`src/verilog/dio_pkg.sv`:
```
/*
 * Shared constants, register map and types for the drive I/O timing layer.
 * Assumes a 50 MHz core clock and a plain single-cycle register port.
 */
package dio_pkg;
	// clock and loop timing
	localparam int CLK_MHZ        = 50;
	localparam int CUR_PERIOD_NS  = 50000;
	localparam int CUR_CYCLES     = CUR_PERIOD_NS * CLK_MHZ / 1000;
	localparam int SPD_MULT       = 2;
	localparam int POS_MULT       = 4;
	localparam int FILTER_PERIODS = 4;
	localparam int TRACK_SAMPLES  = 4;
	// power-on and enable timing
	localparam int STAGE_DELAY_US = 6000;
	localparam int BOOT_MS        = 4000;
	localparam int MAINS_LOSS_MS  = 600;
	localparam int ANALOG_LEVEL_OUT_DELAY_NS  = 85000;
	localparam int MS_CYC         = 1000 * CLK_MHZ;
	localparam int STAGE_CYC      = STAGE_DELAY_US * CLK_MHZ;
	localparam int BOOT_CYC       = BOOT_MS * MS_CYC;
	localparam int MAINS_CYC      = MAINS_LOSS_MS * MS_CYC;
	localparam int ANALOG_LEVEL_OUT_CYC       = ANALOG_LEVEL_OUT_DELAY_NS * CLK_MHZ / 1000;
	// input line roles
	localparam int DIN_COUNT   = 9;
	localparam int DIN_START   = 4;
	localparam int DIN_ENABLE  = 5;
	localparam int DIN_LIMIT0  = 6;
	localparam int DIN_LIMIT1  = 7;
	localparam int DIN_SAMPLE  = 8;
	localparam int DOUT_COUNT  = 2;
	// widths
	localparam int ADC_W   = 12;
	localparam int DAC_W   = 10;
	localparam int ANGLE_W = 16;
	localparam int LIN_W   = 28;
	localparam int LOUT_W  = 16;
	localparam int CNT_W   = LIN_W + 2;
	localparam int EMU_W   = LOUT_W + 2;
	// register byte offsets
	localparam logic [7:0] REG_CTRL   = 8'h00;
	localparam logic [7:0] REG_DOUT   = 8'h04;
	localparam logic [7:0] REG_LIN    = 8'h08;
	localparam logic [7:0] REG_LOUT   = 8'h0C;
	localparam logic [7:0] REG_IPO    = 8'h10;
	localparam logic [7:0] REG_SWAIT  = 8'h14;
	localparam logic [7:0] REG_HWAIT  = 8'h18;
	localparam logic [7:0] REG_AINF   = 8'h1C;
	localparam logic [7:0] REG_ANALOG_LEVEL_OUT   = 8'h20;
	localparam logic [7:0] REG_STAT   = 8'h24;
	localparam logic [7:0] REG_COUNT  = 8'h28;
	localparam logic [7:0] REG_SAMPLE = 8'h2C;
	localparam logic [7:0] REG_AIN    = 8'h30;
	// reset values and write clamp limits
	localparam logic [LIN_W-1:0]  LIN_RST   = 28'h0000400;
	localparam logic [LOUT_W-1:0] LOUT_RST  = 16'h0400;
	localparam logic [7:0]        IPO_RST   = 8'h04;
	localparam logic [3:0]        AINF_MIN  = 4'h1;
	localparam logic [3:0]        AINF_MAX  = 4'hC;
	localparam logic [15:0]       WAIT_MAX  = 16'h7D00;
	// link modes
	typedef enum logic [1:0] {
		LINK_QUAD  = 2'h0,
		LINK_PDIR  = 2'h1,
		LINK_EMU   = 2'h2
	} link_mode_e;
	// control register layout
	typedef struct packed {
		logic [3:0] sample_sel;
		logic [3:0] start_sel;
		logic [1:0] pad;
		link_mode_e mode;
	} ctrl_s;
	localparam logic [11:0] CTRL_RST = {4'h8, 4'h4, 2'h0, 2'h0};
	// quadrature track pair
	typedef struct packed {
		logic a;
		logic b;
	} track_s;
endpackage

```
`src/verilog/line_filter.sv`:
```
/*
 * One input line: three-stage synchroniser plus a run-length filter.
 * Assumes tick_i is a one-cycle pulse on core_clk_i; tie it high to
 * filter on every clock.
 */
module line_filter import dio_pkg::*; #(
	parameter int RUN = 4
) (
	// clock and reset
	input  wire logic core_clk_i,
	input  wire logic sys_rst_i,
	// line
	input  wire logic pin_i,
	input  wire logic tick_i,
	output logic      fast_o,
	output logic      level_o
);
	logic       s1;
	logic       s2;
	logic       s3;
	logic [3:0] run;
	wire        differs = (fast_o != level_o);
	wire        run_done = (run == 4'(RUN - 1));

	// synchroniser; a change counts only once stages two and three agree
	always_ff @(posedge core_clk_i) begin
		if (sys_rst_i) begin
			s1     <= 1'b0;
			s2     <= 1'b0;
			s3     <= 1'b0;
			fast_o <= 1'b0;
		end else begin
			s1 <= pin_i;
			s2 <= s1;
			s3 <= s2;
			if (s2 == s3)
				fast_o <= s3;
		end
	end

	// level moves after RUN consecutive differing samples
	always_ff @(posedge core_clk_i) begin
		if (sys_rst_i) begin
			run     <= 4'h0;
			level_o <= 1'b0;
		end else if (tick_i) begin
			run <= (differs && !run_done) ? run + 4'h1 : 4'h0;
			if (differs && run_done)
				level_o <= fast_o;
		end
	end
endmodule

```
`src/verilog/drive_io_pulse_interface.sv`:
```
/*
 * Digital I/O timing layer: loop ticks, input filters, positioning start,
 * track link (quadrature in, pulse/direction in, encoder emulation out),
 * switched outputs, enable sequencing and analog filter timing.
 * Assumes a 50 MHz core clock and a register master that never waits.
 */
module drive_io_pulse_interface import dio_pkg::*; #(
	parameter int STAGE_CYCLES = STAGE_CYC,
	parameter int MS_CYCLES    = MS_CYC,
	parameter int BOOT_CYCLES  = BOOT_CYC,
	parameter int MAINS_CYCLES = MAINS_CYC,
	parameter int ANALOG_LEVEL_OUT_CYCLES  = ANALOG_LEVEL_OUT_CYC
) (
	// clock and reset
	input  wire logic                  core_clk_i,
	input  wire logic                  sys_rst_i,
	// register port
	input  wire logic [7:0]            reg_addr_i,
	input  wire logic [31:0]           reg_wdata_i,
	input  wire logic                  reg_wr_i,
	input  wire logic                  reg_rd_i,
	output logic      [31:0]           reg_rdata_o,
	// digital inputs and outputs
	input  wire logic [DIN_COUNT-1:0]  din_i,
	output logic      [DOUT_COUNT-1:0] dout_o,
	// track link
	input  wire track_s                track_i,
	output track_s                     track_o,
	output logic                       track_oe_n_o,
	// encoder and analog
	input  wire logic [ANGLE_W-1:0]    angle_i,
	input  wire logic [ADC_W-1:0]      analog_level_in_i,
	output logic      [DAC_W-1:0]      analog_level_out_o,
	// drive status
	input  wire logic                  mains_ok_i,
	output logic                       control_ready_o,
	output logic                       stage_active_o,
	output logic                       motion_allowed_o,
	output logic                       mains_lost_o,
	output logic      [1:0]            limit_o,
	output logic                       start_o,
	output logic      [3:0]            pos_set_o
);
	typedef enum logic [4:0] {
		ST_OFF   = 5'b00001,
		ST_RAMP  = 5'b00010,
		ST_SWAIT = 5'b00100,
		ST_RUN   = 5'b01000,
		ST_HALT  = 5'b10000
	} pwr_state_e;

	ctrl_s                ctrl;
	logic [DOUT_COUNT-1:0] dout_cmd, dout_stage;
	logic [LIN_W-1:0]     lines_in;
	logic [LOUT_W-1:0]    lines_out;
	logic [7:0]           ipo_mult;
	logic [15:0]          swait_ms, hwait_ms;
	logic [3:0]           ain_shift;
	logic [DAC_W-1:0]     analog_level_out_cmd, analog_level_out_hold;
	logic [31:0]          boot_cnt, main_cnt, ms_cyc, mains_cnt, analog_level_out_cnt;
	logic [15:0]          ms_cnt;
	logic [11:0]          cur_cnt;
	logic [2:0]           sub_cnt;
	logic [7:0]           ipo_cnt;
	logic                 cur_tick, spd_tick, pos_tick, ipo_tick;
	logic [DIN_COUNT-1:0] din_fast, din_level;
	track_s               trk_fast, trk_lvl, trk_prev;
	logic [CNT_W-1:0]     count, sample_pos;
	logic                 samp_prev, start_prev, start_pend;
	logic [EMU_W-1:0]     emu_pos;
	logic [ADC_W+11:0]    ain_acc;
	pwr_state_e           pwr;

	// loop ticks from one base counter, running once boot is done
	wire cur_wrap = (cur_cnt == 12'(CUR_CYCLES - 1));
	wire boot_done = (boot_cnt == 32'(BOOT_CYCLES - 1));
	always_ff @(posedge core_clk_i) begin
		if (sys_rst_i) begin
			boot_cnt        <= 32'h0;
			control_ready_o <= 1'b0;
			cur_cnt         <= 12'h0;
			sub_cnt         <= 3'h0;
			ipo_cnt         <= 8'h0;
			cur_tick        <= 1'b0;
			spd_tick        <= 1'b0;
			pos_tick        <= 1'b0;
			ipo_tick        <= 1'b0;
		end else begin
			if (!control_ready_o) begin
				boot_cnt        <= boot_cnt + 32'h1;
				control_ready_o <= boot_done;
			end
			cur_cnt  <= (cur_wrap || !control_ready_o) ? 12'h0 : cur_cnt + 12'h1;
			cur_tick <= cur_wrap;
			spd_tick <= cur_wrap && (sub_cnt[0] == 1'b1);
			pos_tick <= cur_wrap && (sub_cnt == 3'(POS_MULT - 1));
			ipo_tick <= cur_wrap && (sub_cnt == 3'(POS_MULT - 1)) && (ipo_cnt >= ipo_mult - 8'h1);
			if (cur_wrap) begin
				sub_cnt <= (sub_cnt == 3'(POS_MULT - 1)) ? 3'h0 : sub_cnt + 3'h1;
				if (sub_cnt == 3'(POS_MULT - 1))
					ipo_cnt <= (ipo_cnt >= ipo_mult - 8'h1) ? 8'h0 : ipo_cnt + 8'h1;
			end
		end
	end

	// digital input filters, evaluated once per position period
	for (genvar i = 0; i < DIN_COUNT; i++) begin : g_din
		line_filter #(.RUN(FILTER_PERIODS)) u_din (
			.core_clk_i (core_clk_i),
			.sys_rst_i  (sys_rst_i),
			.pin_i      (din_i[i]),
			.tick_i     (pos_tick),
			.fast_o     (din_fast[i]),
			.level_o    (din_level[i])
		);
	end

	// track inputs filtered on every clock by four-sample agreement
	line_filter #(.RUN(TRACK_SAMPLES)) u_trk_a (
		.core_clk_i (core_clk_i),
		.sys_rst_i  (sys_rst_i),
		.pin_i      (track_i.a),
		.tick_i     (1'b1),
		.fast_o     (trk_fast.a),
		.level_o    (trk_lvl.a)
	);
	line_filter #(.RUN(TRACK_SAMPLES)) u_trk_b (
		.core_clk_i (core_clk_i),
		.sys_rst_i  (sys_rst_i),
		.pin_i      (track_i.b),
		.tick_i     (1'b1),
		.fast_o     (trk_fast.b),
		.level_o    (trk_lvl.b)
	);

	// role selection; lines 5 to 7 keep their fixed roles
	wire start_ok  = (ctrl.start_sel < 4'(DIN_COUNT)) &&
	                 !(ctrl.start_sel >= 4'(DIN_ENABLE) && ctrl.start_sel <= 4'(DIN_LIMIT1));
	wire sample_ok = (ctrl.sample_sel < 4'(DIN_COUNT)) &&
	                 !(ctrl.sample_sel >= 4'(DIN_ENABLE) && ctrl.sample_sel <= 4'(DIN_LIMIT1));
	wire start_line  = start_ok ? din_level[ctrl.start_sel] : din_level[DIN_START];
	wire sample_line = sample_ok ? din_fast[ctrl.sample_sel] : din_fast[DIN_SAMPLE];
	wire enable_line = din_level[DIN_ENABLE] && control_ready_o;
	assign limit_o   = {din_level[DIN_LIMIT1], din_level[DIN_LIMIT0]};

	// track decode: quadrature direction or step/direction
	wire [CNT_W-1:0] cnt_max = {lines_in, 2'b00} - CNT_W'(1);
	wire a_chg     = trk_lvl.a ^ trk_prev.a;
	wire b_chg     = trk_lvl.b ^ trk_prev.b;
	wire quad_step = (a_chg ^ b_chg) && (ctrl.mode == LINK_QUAD);
	wire quad_up   = trk_prev.b ^ trk_lvl.a; // A leads B counts up
	wire pd_step   = (ctrl.mode == LINK_PDIR) && trk_lvl.a && !trk_prev.a;
	wire step      = quad_step || pd_step;
	wire step_up   = (ctrl.mode == LINK_PDIR) ? trk_lvl.b : quad_up;
	wire [CNT_W-1:0] next_count = step_up ? ((count >= cnt_max) ? '0 : count + CNT_W'(1)) :
	                              ((count == '0) ? cnt_max : count - CNT_W'(1));
	always_ff @(posedge core_clk_i) begin
		if (sys_rst_i) begin
			trk_prev   <= '0;
			count      <= '0;
			samp_prev  <= 1'b0;
			sample_pos <= '0;
		end else begin
			trk_prev  <= trk_lvl;
			samp_prev <= sample_line;
			if (step)
				count <= next_count;
			if (sample_line && !samp_prev)
				sample_pos <= count;
		end
	end

	// emulation: walk one quarter line per clock toward the angle target
	wire [EMU_W-1:0]   emu_mod  = {lines_out, 2'b00};
	wire [33:0]        emu_prod = 34'(angle_i) * 34'(emu_mod);
	wire [EMU_W-1:0]   emu_tgt  = emu_prod[EMU_W+ANGLE_W-1:ANGLE_W];
	wire [EMU_W:0]     emu_diff = (emu_tgt >= emu_pos) ? {1'b0, emu_tgt - emu_pos} :
	                              {1'b0, emu_tgt} + {1'b0, emu_mod} - {1'b0, emu_pos};
	wire               emu_up   = emu_diff < {2'b00, emu_mod[EMU_W-1:1]};
	always_ff @(posedge core_clk_i) begin
		if (sys_rst_i) begin
			emu_pos <= '0;
			track_o <= '0;
		end else begin
			// bursts follow angle jumps; edge spacing carries no speed
			if (ctrl.mode == LINK_EMU && emu_diff != '0) begin
				if (emu_up)
					emu_pos <= (emu_pos >= emu_mod - EMU_W'(1)) ? '0 : emu_pos + EMU_W'(1);
				else
					emu_pos <= (emu_pos == '0) ? emu_mod - EMU_W'(1) : emu_pos - EMU_W'(1);
			end
			track_o.a <= emu_pos[1] ^ emu_pos[0];
			track_o.b <= emu_pos[1];
		end
	end
	assign track_oe_n_o = (ctrl.mode != LINK_EMU);

	// start waits for the next interpolation tick
	always_ff @(posedge core_clk_i) begin
		if (sys_rst_i) begin
			start_prev <= 1'b0;
			start_pend <= 1'b0;
			start_o    <= 1'b0;
			pos_set_o  <= 4'h0;
		end else begin
			start_o <= 1'b0;
			if (pos_tick)
				start_prev <= start_line;
			if (!motion_allowed_o)
				start_pend <= 1'b0;
			else if (ipo_tick && (start_pend || (pos_tick && start_line && !start_prev))) begin
				start_pend <= 1'b0;
				start_o    <= 1'b1;
				pos_set_o  <= din_level[3:0];
			end else if (pos_tick && start_line && !start_prev)
				start_pend <= 1'b1;
		end
	end

	// switched outputs: latched on one position tick, driven on the next
	always_ff @(posedge core_clk_i) begin
		if (sys_rst_i) begin
			dout_stage <= '0;
			dout_o     <= '0;
		end else if (pos_tick) begin
			dout_stage <= dout_cmd;
			dout_o     <= dout_stage;
		end
	end

	// enable sequencing: stage ramp, start wait, run, halt wait
	wire ms_wrap   = (ms_cyc == 32'(MS_CYCLES - 1));
	wire stage_due = (main_cnt == 32'(STAGE_CYCLES - 1));
	wire sw_done   = (ms_cnt >= swait_ms);
	wire hw_done   = (ms_cnt >= hwait_ms);
	always_ff @(posedge core_clk_i) begin
		if (sys_rst_i) begin
			pwr      <= ST_OFF;
			main_cnt <= 32'h0;
			ms_cyc   <= 32'h0;
			ms_cnt   <= 16'h0;
		end else begin
			main_cnt <= main_cnt + 32'h1;
			ms_cyc   <= ms_wrap ? 32'h0 : ms_cyc + 32'h1;
			if (ms_wrap)
				ms_cnt <= ms_cnt + 16'h1;
			unique case (pwr)
				ST_OFF: begin
					main_cnt <= 32'h0;
					if (enable_line)
						pwr <= ST_RAMP;
				end
				ST_RAMP: begin
					ms_cyc <= 32'h0;
					ms_cnt <= 16'h0;
					if (!enable_line)
						pwr <= ST_OFF;
					else if (stage_due)
						pwr <= ST_SWAIT;
				end
				ST_SWAIT: begin
					if (!enable_line) begin
						pwr    <= ST_HALT;
						ms_cyc <= 32'h0;
						ms_cnt <= 16'h0;
					end else if (sw_done)
						pwr <= ST_RUN;
				end
				ST_RUN: begin
					ms_cyc <= 32'h0;
					ms_cnt <= 16'h0;
					if (!enable_line)
						pwr <= ST_HALT;
				end
				ST_HALT: begin
					if (hw_done)
						pwr <= ST_OFF;
				end
			endcase
		end
	end
	assign stage_active_o   = (pwr == ST_SWAIT) || (pwr == ST_RUN) || (pwr == ST_HALT);
	assign motion_allowed_o = (pwr == ST_RUN);

	// mains watchdog and analog filters
	wire analog_level_out_due = (analog_level_out_cnt == 32'(ANALOG_LEVEL_OUT_CYCLES - 1));
	wire [ADC_W+11:0] ain_in = {analog_level_in_i, 12'h000};
	always_ff @(posedge core_clk_i) begin
		if (sys_rst_i) begin
			mains_cnt          <= 32'h0;
			mains_lost_o       <= 1'b0;
			ain_acc            <= '0;
			analog_level_out_hold          <= '0;
			analog_level_out_cnt           <= 32'h0;
			analog_level_out_o <= '0;
		end else begin
			mains_cnt <= mains_ok_i ? 32'h0 : (mains_lost_o ? mains_cnt : mains_cnt + 32'h1);
			mains_lost_o <= !mains_ok_i && (mains_lost_o || mains_cnt == 32'(MAINS_CYCLES - 1));
			if (cur_tick)
				ain_acc <= ain_acc + ((ain_in >>> ain_shift) - (ain_acc >>> ain_shift));
			if (analog_level_out_cnt != 32'h0)
				analog_level_out_cnt <= analog_level_out_due ? 32'h0 : analog_level_out_cnt + 32'h1;
			else if (cur_tick) begin
				analog_level_out_hold <= analog_level_out_cmd;
				analog_level_out_cnt  <= 32'h1;
			end
			if (analog_level_out_due)
				analog_level_out_o <= analog_level_out_hold;
		end
	end

	// register writes; filter shift clamped to its legal span
	wire [3:0] ainf_w = (reg_wdata_i[3:0] < AINF_MIN) ? AINF_MIN :
	                    (reg_wdata_i[3:0] > AINF_MAX) ? AINF_MAX : reg_wdata_i[3:0];
	wire [15:0] wait_w = (reg_wdata_i[15:0] > WAIT_MAX) ? WAIT_MAX : reg_wdata_i[15:0];
	always_ff @(posedge core_clk_i) begin
		if (sys_rst_i) begin
			ctrl      <= CTRL_RST;
			dout_cmd  <= '0;
			lines_in  <= LIN_RST;
			lines_out <= LOUT_RST;
			ipo_mult  <= IPO_RST;
			swait_ms  <= 16'h0;
			hwait_ms  <= 16'h0;
			ain_shift <= AINF_MIN;
			analog_level_out_cmd  <= '0;
		end else if (reg_wr_i) begin
			unique case (reg_addr_i)
				REG_CTRL:  ctrl      <= reg_wdata_i[11:0];
				REG_DOUT:  dout_cmd  <= reg_wdata_i[DOUT_COUNT-1:0];
				REG_LIN:   lines_in  <= (reg_wdata_i[LIN_W-1:0] == '0) ? LIN_RST : reg_wdata_i[LIN_W-1:0];
				REG_LOUT:  lines_out <= (reg_wdata_i[LOUT_W-1:0] == '0) ? LOUT_RST : reg_wdata_i[LOUT_W-1:0];
				REG_IPO:   ipo_mult  <= (reg_wdata_i[7:0] == 8'h0) ? IPO_RST : reg_wdata_i[7:0];
				REG_SWAIT: swait_ms  <= wait_w;
				REG_HWAIT: hwait_ms  <= wait_w;
				REG_AINF:  ain_shift <= ainf_w;
				REG_ANALOG_LEVEL_OUT:  analog_level_out_cmd  <= reg_wdata_i[DAC_W-1:0];
				default:   ;
			endcase
		end
	end

	// read mux; unmapped addresses read zero
	wire [31:0] stat_w = {13'h0, limit_o, mains_lost_o, motion_allowed_o, stage_active_o,
	                      control_ready_o, pos_set_o, din_level};
	wire [31:0] rd_mux =
		(reg_addr_i == REG_CTRL)   ? {20'h0, ctrl} :
		(reg_addr_i == REG_DOUT)   ? {30'h0, dout_cmd} :
		(reg_addr_i == REG_LIN)    ? {4'h0, lines_in} :
		(reg_addr_i == REG_LOUT)   ? {16'h0, lines_out} :
		(reg_addr_i == REG_IPO)    ? {24'h0, ipo_mult} :
		(reg_addr_i == REG_SWAIT)  ? {16'h0, swait_ms} :
		(reg_addr_i == REG_HWAIT)  ? {16'h0, hwait_ms} :
		(reg_addr_i == REG_AINF)   ? {28'h0, ain_shift} :
		(reg_addr_i == REG_ANALOG_LEVEL_OUT)   ? {22'h0, analog_level_out_cmd} :
		(reg_addr_i == REG_STAT)   ? stat_w :
		(reg_addr_i == REG_COUNT)  ? {2'h0, count} :
		(reg_addr_i == REG_SAMPLE) ? {2'h0, sample_pos} :
		(reg_addr_i == REG_AIN)    ? {20'h0, ain_acc[ADC_W+11:12]} : 32'h0;
	always_ff @(posedge core_clk_i) begin
		if (sys_rst_i)
			reg_rdata_o <= 32'h0;
		else
			reg_rdata_o <= reg_rd_i ? rd_mux : 32'h0;
	end
endmodule

```
`config.mk`:
```
export PLATFORM = sky130hd
export DESIGN_NAME = drive_io_pulse_interface
export DESIGN_NICKNAME = d
export VERILOG_FILES = /design/src/verilog/dio_pkg.sv /design/src/verilog/line_filter.sv /design/src/verilog/drive_io_pulse_interface.sv
export SDC_FILE = /design/constraint.sdc
export NUM_CORES = 2
export LEC_CHECK = 0
export CAP_MARGIN = 20
export CORE_UTILIZATION = 60
export CTS_CLUSTER_DIAMETER = 60
export CTS_CLUSTER_SIZE = 12
export DETAILED_ROUTE_END_ITERATION = 16
export DONT_BUFFER_PORTS = 1
export PLACE_DENSITY = 0.72
export SETUP_SLACK_MARGIN = 0.1
export SLEW_MARGIN = 15
export SYNTH_ARGS = -nofsm -noshare
export SYNTH_HDL_FRONTEND = slang
export SYNTH_SLANG_ARGS = --single-unit
export TNS_END_PERCENT = 30
```
`constraint.sdc`:
```
create_clock -name core_clk_i -period 19.55 [get_ports core_clk_i]
set_clock_uncertainty 0.05 [all_clocks]
set_input_delay 3.91 -clock core_clk_i [delete_from_list [all_inputs] [get_ports core_clk_i]]
set_output_delay 3.91 -clock core_clk_i [all_outputs]
set_load 0.1 [all_outputs]
```
== After elaboration in Yosys (flattened, before gate mapping) ==
Cells that the tools add are included.

* Register bits: 590
* Bits in latches: 0
* Bits in writable memories: 0
* Memory bits (read-only): 0
* Input port bits: 84
* Output and inout bits: 58
* Memories kept: 0

* $add $sub $neg: 32
* Multiply operators: 1
* Div/mod/pow operators: 0
* $lt $le $gt $ge: 18
* Eq/ne operators: 65
* Shift operators: 2
* Muxes and demuxes: 63
* Bitwise operators: 10
* Reduce and logical (&&, ||, !) cells: 106

{| class="wikitable"
|+ Operator list
! operator !! number
|-
| 2-to-1 mux 28 bit || 9
|-
| adder 32 x 1 -> 32 bit (second input constant) || 5
|-
| 2-to-1 mux 32 bit || 5
|-
| 2-to-1 mux 30 bit || 5
|-
| 2-to-1 mux 16 bit || 4
|-
| one-hot mux 32 bit (2 select lines) || 1
|-
| subtractor 30 x 1 -> 30 bit (second input constant) || 2
|-
| 2-to-1 mux 18 bit || 3
|-
| >>> shifter 24 x 4 -> 24 bit || 2
|-
| adder 4 x 1 -> 4 bit (second input constant) || 11
|-
| equality test 4 x 2 -> 1 bit (second input constant) || 11
|-
| 2-to-1 mux 4 bit || 11
|-
| AND reduction 2 bit || 21
|-
| equality test 8 x 6 -> 1 bit (second input constant) || 5
|-
| logical AND 1 bit || 38
|-
| greater-or-equal comparator 18 bit || 2
|-
| 2-to-1 mux 12 bit || 3
|-
| subtractor 18 x 1 -> 18 bit (second input constant) || 2
|-
| 2-to-1 mux 5 bit || 7
|-
| equality test 32 x 13 -> 1 bit (second input constant) || 1
|-
| equality test 32 x 16 -> 1 bit (second input constant) || 1
|-
| equality test 32 x 19 -> 1 bit (second input constant) || 1
|-
| equality test 32 x 25 -> 1 bit (second input constant) || 1
|-
| equality test 32 x 28 -> 1 bit (second input constant) || 1
|-
| 66 further kinds || 145
|}

== Depth between registers and ports, before layout ==
* Depth in word-level cells: 14
* Mapped depth: 47

== Modules after synthesis ==
Synthesis repeated with hierarchy kept, for this count alone.

* Cell total of the unflattened synthesis: 5326
* Area, all modules: 43864.6 sq um

{| class="wikitable"
|+ By module, submodules not included
! module !! instances !! cells each !! area each (sq um)
|-
| drive_io_pulse_interface || 1 || 4897 || 39584.2
|-
| line_filter || 11 || 39 || 389.1
|}

== Worst setup path before layout ==
Ideal clock, no wire load.

* Kind: input to register
* Start point: input port angle_i[5]
* End point: register emu_pos[3]
* Library setup time: 0.136 ns
* Arrival time: 13.932 ns
* Setup slack: 5.433 ns
* Cell stages on the path: 45
* Path buffers: 4
* Path through: clkbuf_1 -> nand2_1 -> fa_1 -> inv_1 -> fa_1 -> inv_1 -> fa_1 -> inv_1 -> fa_1 -> fa_1 -> inv_1 -> fa_1 -> inv_1 -> ha_1 -> inv_1 -> a31oi_1 -> nor2_1 -> a211o_1 -> [... 9 more ...] -> nor4b_1 -> a21o_1 -> clkbuf_1 -> clkbuf_1 -> mux2i_1 -> ha_1 -> a21boi_0 -> o21a_1 -> o21a_1 -> o21a_1 -> o21ai_0 -> a211oi_1 -> a31o_2 -> nor2_2 -> buf_2 -> a211oi_1 -> a311oi_1 -> a211oi_2

* Longest elaborated chain between the ends: 6
* Elaborated cells between the ends (all ways): 10

{| class="wikitable"
|+ Ends and longest elaborated chain
! element !! RTL line !! source
|-
| start, declared || drive_io_pulse_interface.sv:31 || <nowiki>input wire logic [ANGLE_W-1:0] angle_i,</nowiki>
|-
| multiplier 16 x 16 -> 32 bit * || drive_io_pulse_interface.sv:175 || <nowiki>wire [33:0] emu_prod = 34'(angle_i) * 34'(emu_mod);</nowiki>
|-
| adder 18 x 18 -> 19 bit || drive_io_pulse_interface.sv:178 || <nowiki>{1'b0, emu_tgt} + {1'b0, emu_mod} - {1'b0, emu_pos};</nowiki>
|-
| subtractor 19 x 18 -> 19 bit || drive_io_pulse_interface.sv:178 ||
|-
| 2-to-1 mux 19 bit * || drive_io_pulse_interface.sv:177 || <nowiki>wire [EMU_W:0] emu_diff = (emu_tgt >= emu_pos) ? {1'b0, emu_tgt - emu_pos} :</nowiki>
|-
| less-than comparator 19 x 17 -> 1 bit or nonzero test 19 bit (tied branches) || drive_io_pulse_interface.sv:179, drive_io_pulse_interface.sv:186 ||
|-
| 2-to-1 mux 18 bit or logical AND 1 bit (tied branches) || drive_io_pulse_interface.sv:187, drive_io_pulse_interface.sv:186 ||
|-
| end signal, assigned || drive_io_pulse_interface.sv:188 || <nowiki>emu_pos <= (emu_pos >= emu_mod - EMU_W'(1)) ? '0 : emu_pos + EMU_W'(1);</nowiki>
|-
| end signal, assigned || drive_io_pulse_interface.sv:190 || <nowiki>emu_pos <= (emu_pos == '0) ? emu_mod - EMU_W'(1) : emu_pos - EMU_W'(1);</nowiki>
|-
| end, declared || drive_io_pulse_interface.sv:70 || <nowiki>logic [EMU_W-1:0] emu_pos;</nowiki>
|}

Mark *: on every way between the ends. The rest lies on a longest branch, timed or not.
A chain may end at the register's enable or synchronous reset.

== Worst setup path after layout ==
* Start point: input port angle_i[7]
* End point: register emu_pos[1]

The elaborated chain is that of the path after synthesis.

==> out/summary.txt <==
Gr busiest metal: met2
Share of the synthesized area in the top cell type: 0.273
Min Tclk post-route: 14.44 ns
Final GP Congestion: 0.980
Max cap viols: 0
CP arrival: 14.91 ns
Largest net degree at the start of global routing: 394
Slowest cell on crit path: nor3_2
Total gr overflow: 0
EDFF count, synth: 0
Synth top area cells: dfxtp_1 (27%), fa_1 (11%), ha_1 (8.4%)
Via count: 36,500
Number of global-route vias before repair: 35,000
Initial antenna violation count: 1
Via-to-Cell Ratio: 6.00
Data required, critical path: 20.02 ns
WL final: 115 mm
Post-cts sizing count: 0
GR Util All Layers: 0.313
Slowest stage delay, CP: 0.76 ns
Post-Syn Area per Cell: 8.15 um^2
CP bufs+invs: 5
Post-Syn Instances: 5,294
Grt met3 use: 0.0605
CTS Sinks: 588
IO Count: 142
Hold Vio Cnt, Final: 0
CP Max Fanout: 22
Synth area leader: dfxtp_1
1st-iter DRT viols: 2,932
CTS Hold Bufs: 0
Top FF cell, synth: dfxtp_1
Syn. warnings: 0
Tcrit/Tclk final: 0.739
Leakage power: 18.2 nW
Slew Limit Fails: 176
Worst-margin pin slew: 1.72 ns
Flop and latch count out of synthesis: 588
H-tree depth: 2
# rows: 97
Clk buf depth: 3
Layout cells sized above 1: 0.0417
Layout Area Growth over Synthesis: 5.35%
Synth top cells by count: nand2_1 (608), dfxtp_1 (588), nor2_1 (550)
Nets@finish: 5,748
Crit-path leading delay family: adder cells
Register area share after synthesis: 0.273
Total power: 0.00246 W
Worst-path clk slew: 0.06 ns
Setup_tns: 0 ns
Failing checks: max-slew violations
Die area: 73,000 um^2
Peak Freq: 0.0693 GHz
CP Capture Type: flop
Die width: 270 um
Outcome: finished with violations
PD cells: 54.0 nW/um^2
Slew HR: -0.146
Final Setup Violations: 0
RSZ-0062 raised after global routing: false
Met1 Usage GRT: 0.409
CP startpoint kind: input port
First-pass GRT wire length: 186 mm
Post-synthesis instance area: 43,200 um^2
Synth unique cells: 95
CTS buffer count: 58
ANT cells: 0
Die Ht: 270 um
Class of the most critical setup path: in -> reg
# DRC: 0
CP most frequent cell: fa_1
Met2 Usage GRT: 0.507
ANT nets after route: 0
Worst VDD drop: 0.0760 mV
Post-CTS setup buffers: 0
DPL Wire Length: 84.4 mm
Fin cells: 6,094
Routed WL per cell: 18.9 um
Most common cell in the netlist: nand2_1
Core Area: 70,600 um^2
Min-Delay Path Class: reg -> reg
CTS tree: yes
CTS root buffer: clkbuf_16
Clock latency on the worst-skew pair: 0.66 ns
I/O Buffers: 0
Asr flop ratio synth: 0
Detailed Routing Iterations Pass 1: 6
Placed cell count: 6,015
Initial Util: 0.611
==> logic make-up after synthesis <==
| logic type | after synthesis | share of synthesized area |
|---|---|---|
| AOI/OAI and AO/OA | 911 | 0.131 |
| DFF | 588 | 0.273 |
| other | 1 | 0.0000869 |
| adders and majority gates | 523 | 0.192 |
| and+or+nand+nor | 2064 | 0.229 |
| xor gates and xnor gates | 322 | 0.0653 |
| muxes | 182 | 0.0469 |
| buffers and inverters | 703 | 0.0627 |
==> power breakdown <==
group / total [W] / leakage (nW) / internal, W / switching (W)
Sequential: 0.00121 / 4.74 / 0.00120 / 0.00000544
Combinational: 0.000196 / 12.7 / 0.0000792 / 0.000117
Clock: 0.00105 / 0.819 / 0.000570 / 0.000481
==> final cells by class <==
cell class | instances | area (um^2)
inverters | 435 | 1630
well taps | 940 | 1180
clock buffers | 63 | 1500
multi-input cells | 4004 | 28700
repair buffers | 54 | 453
fillers | 6180 | 25200
flip-flops and latches | 588 | 11800
clock inverters | 10 | 193
==> per-layer routing <==
metal,vias to the layer above,share of wire
li1,17600,-
met1,17500,0.42
met2,1193,0.45
met3,260,0.080
met4,0,0.041
met5,-,0
==> sequential cells by signal (all words and copies together) (netlist names), 18 cells and up <==
signal                cells
ain_acc                  24
analog_level_out_cnt     32
boot_cnt                 32
count                    30
emu_pos                  18
g_din.u_din.run          36
lines_in                 28
main_cnt                 32
mains_cnt                32
ms_cyc                   32
reg_rdata_o              30
sample_pos               30
==> per-stage QoR <==
step	hold WS (ns)	instance area (um^2)	utilization	setup slack (ns)
after floorplan	0.350	43200	-	5.43
after global placement	0.366	43700	0.619	4.68
after detailed placement	0.373	43700	0.619	4.56
after CTS	0.386	45400	0.643	5.16
after global routing	0.416	45500	0.644	4.42
final	0.385	45500	0.644	5.11
==> worst paths after layout <==
path | start | slack [ns] | cells after the start | endpoint
setup reg to reg | lines_out[8] | 7.50 | 41 | emu_pos[1]
setup / recovery | angle_i[7] | 5.11 | 39 | emu_pos[1]
hold reg to reg | g_din[2].u_din.s1 | 0.39 | 1 | g_din[2].u_din.s2
hold / removal | g_din[2].u_din.s1 | 0.39 | 1 | g_din[2].u_din.s2
==> layout by cell type (no fill, tap or decap), types with 12 or more instances in the layout <==
master	Yosys	routed
a211oi_1	48	48
a21o_1	66	66
a21oi_1	354	354
a221oi_1	20	20
a22oi_1	18	18
a31oi_1	25	25
and2_1	135	135
and3_1	74	74
and4_1	13	13
buf_4	8	47
clkbuf_16	0	58
dfxtp_1	588	583
fa_1	234	234
ha_1	289	289
inv_1	433	433
mux2_2	12	12
mux2i_1	155	155
mux4_2	15	15
nand2_1	608	608
nand2b_1	36	36
nand3_1	191	191
nand4_1	58	58
nor2_1	550	549
nor2b_1	64	64
nor3_1	106	104
nor3b_1	39	38
nor4_1	57	56
o211ai_1	16	16
o21a_1	22	22
o21ai_0	199	199
or2_2	21	21
or3_1	50	50
or4_1	16	16
xnor2_1	160	160
xor2_1	162	162
==> worst register-to-register path: cells and delay by family (launching register included) <==
family	cells	cell delay [ns]
DFF	1	0.66
adders and majority gates	9	4.10
AOI/OAI and AO/OA	14	3.71
and+or+nand+nor	9	2.15
xor gates and xnor gates	1	0.18
buffers and inverters	8	1.16
(Power assumes the default switching activity.)
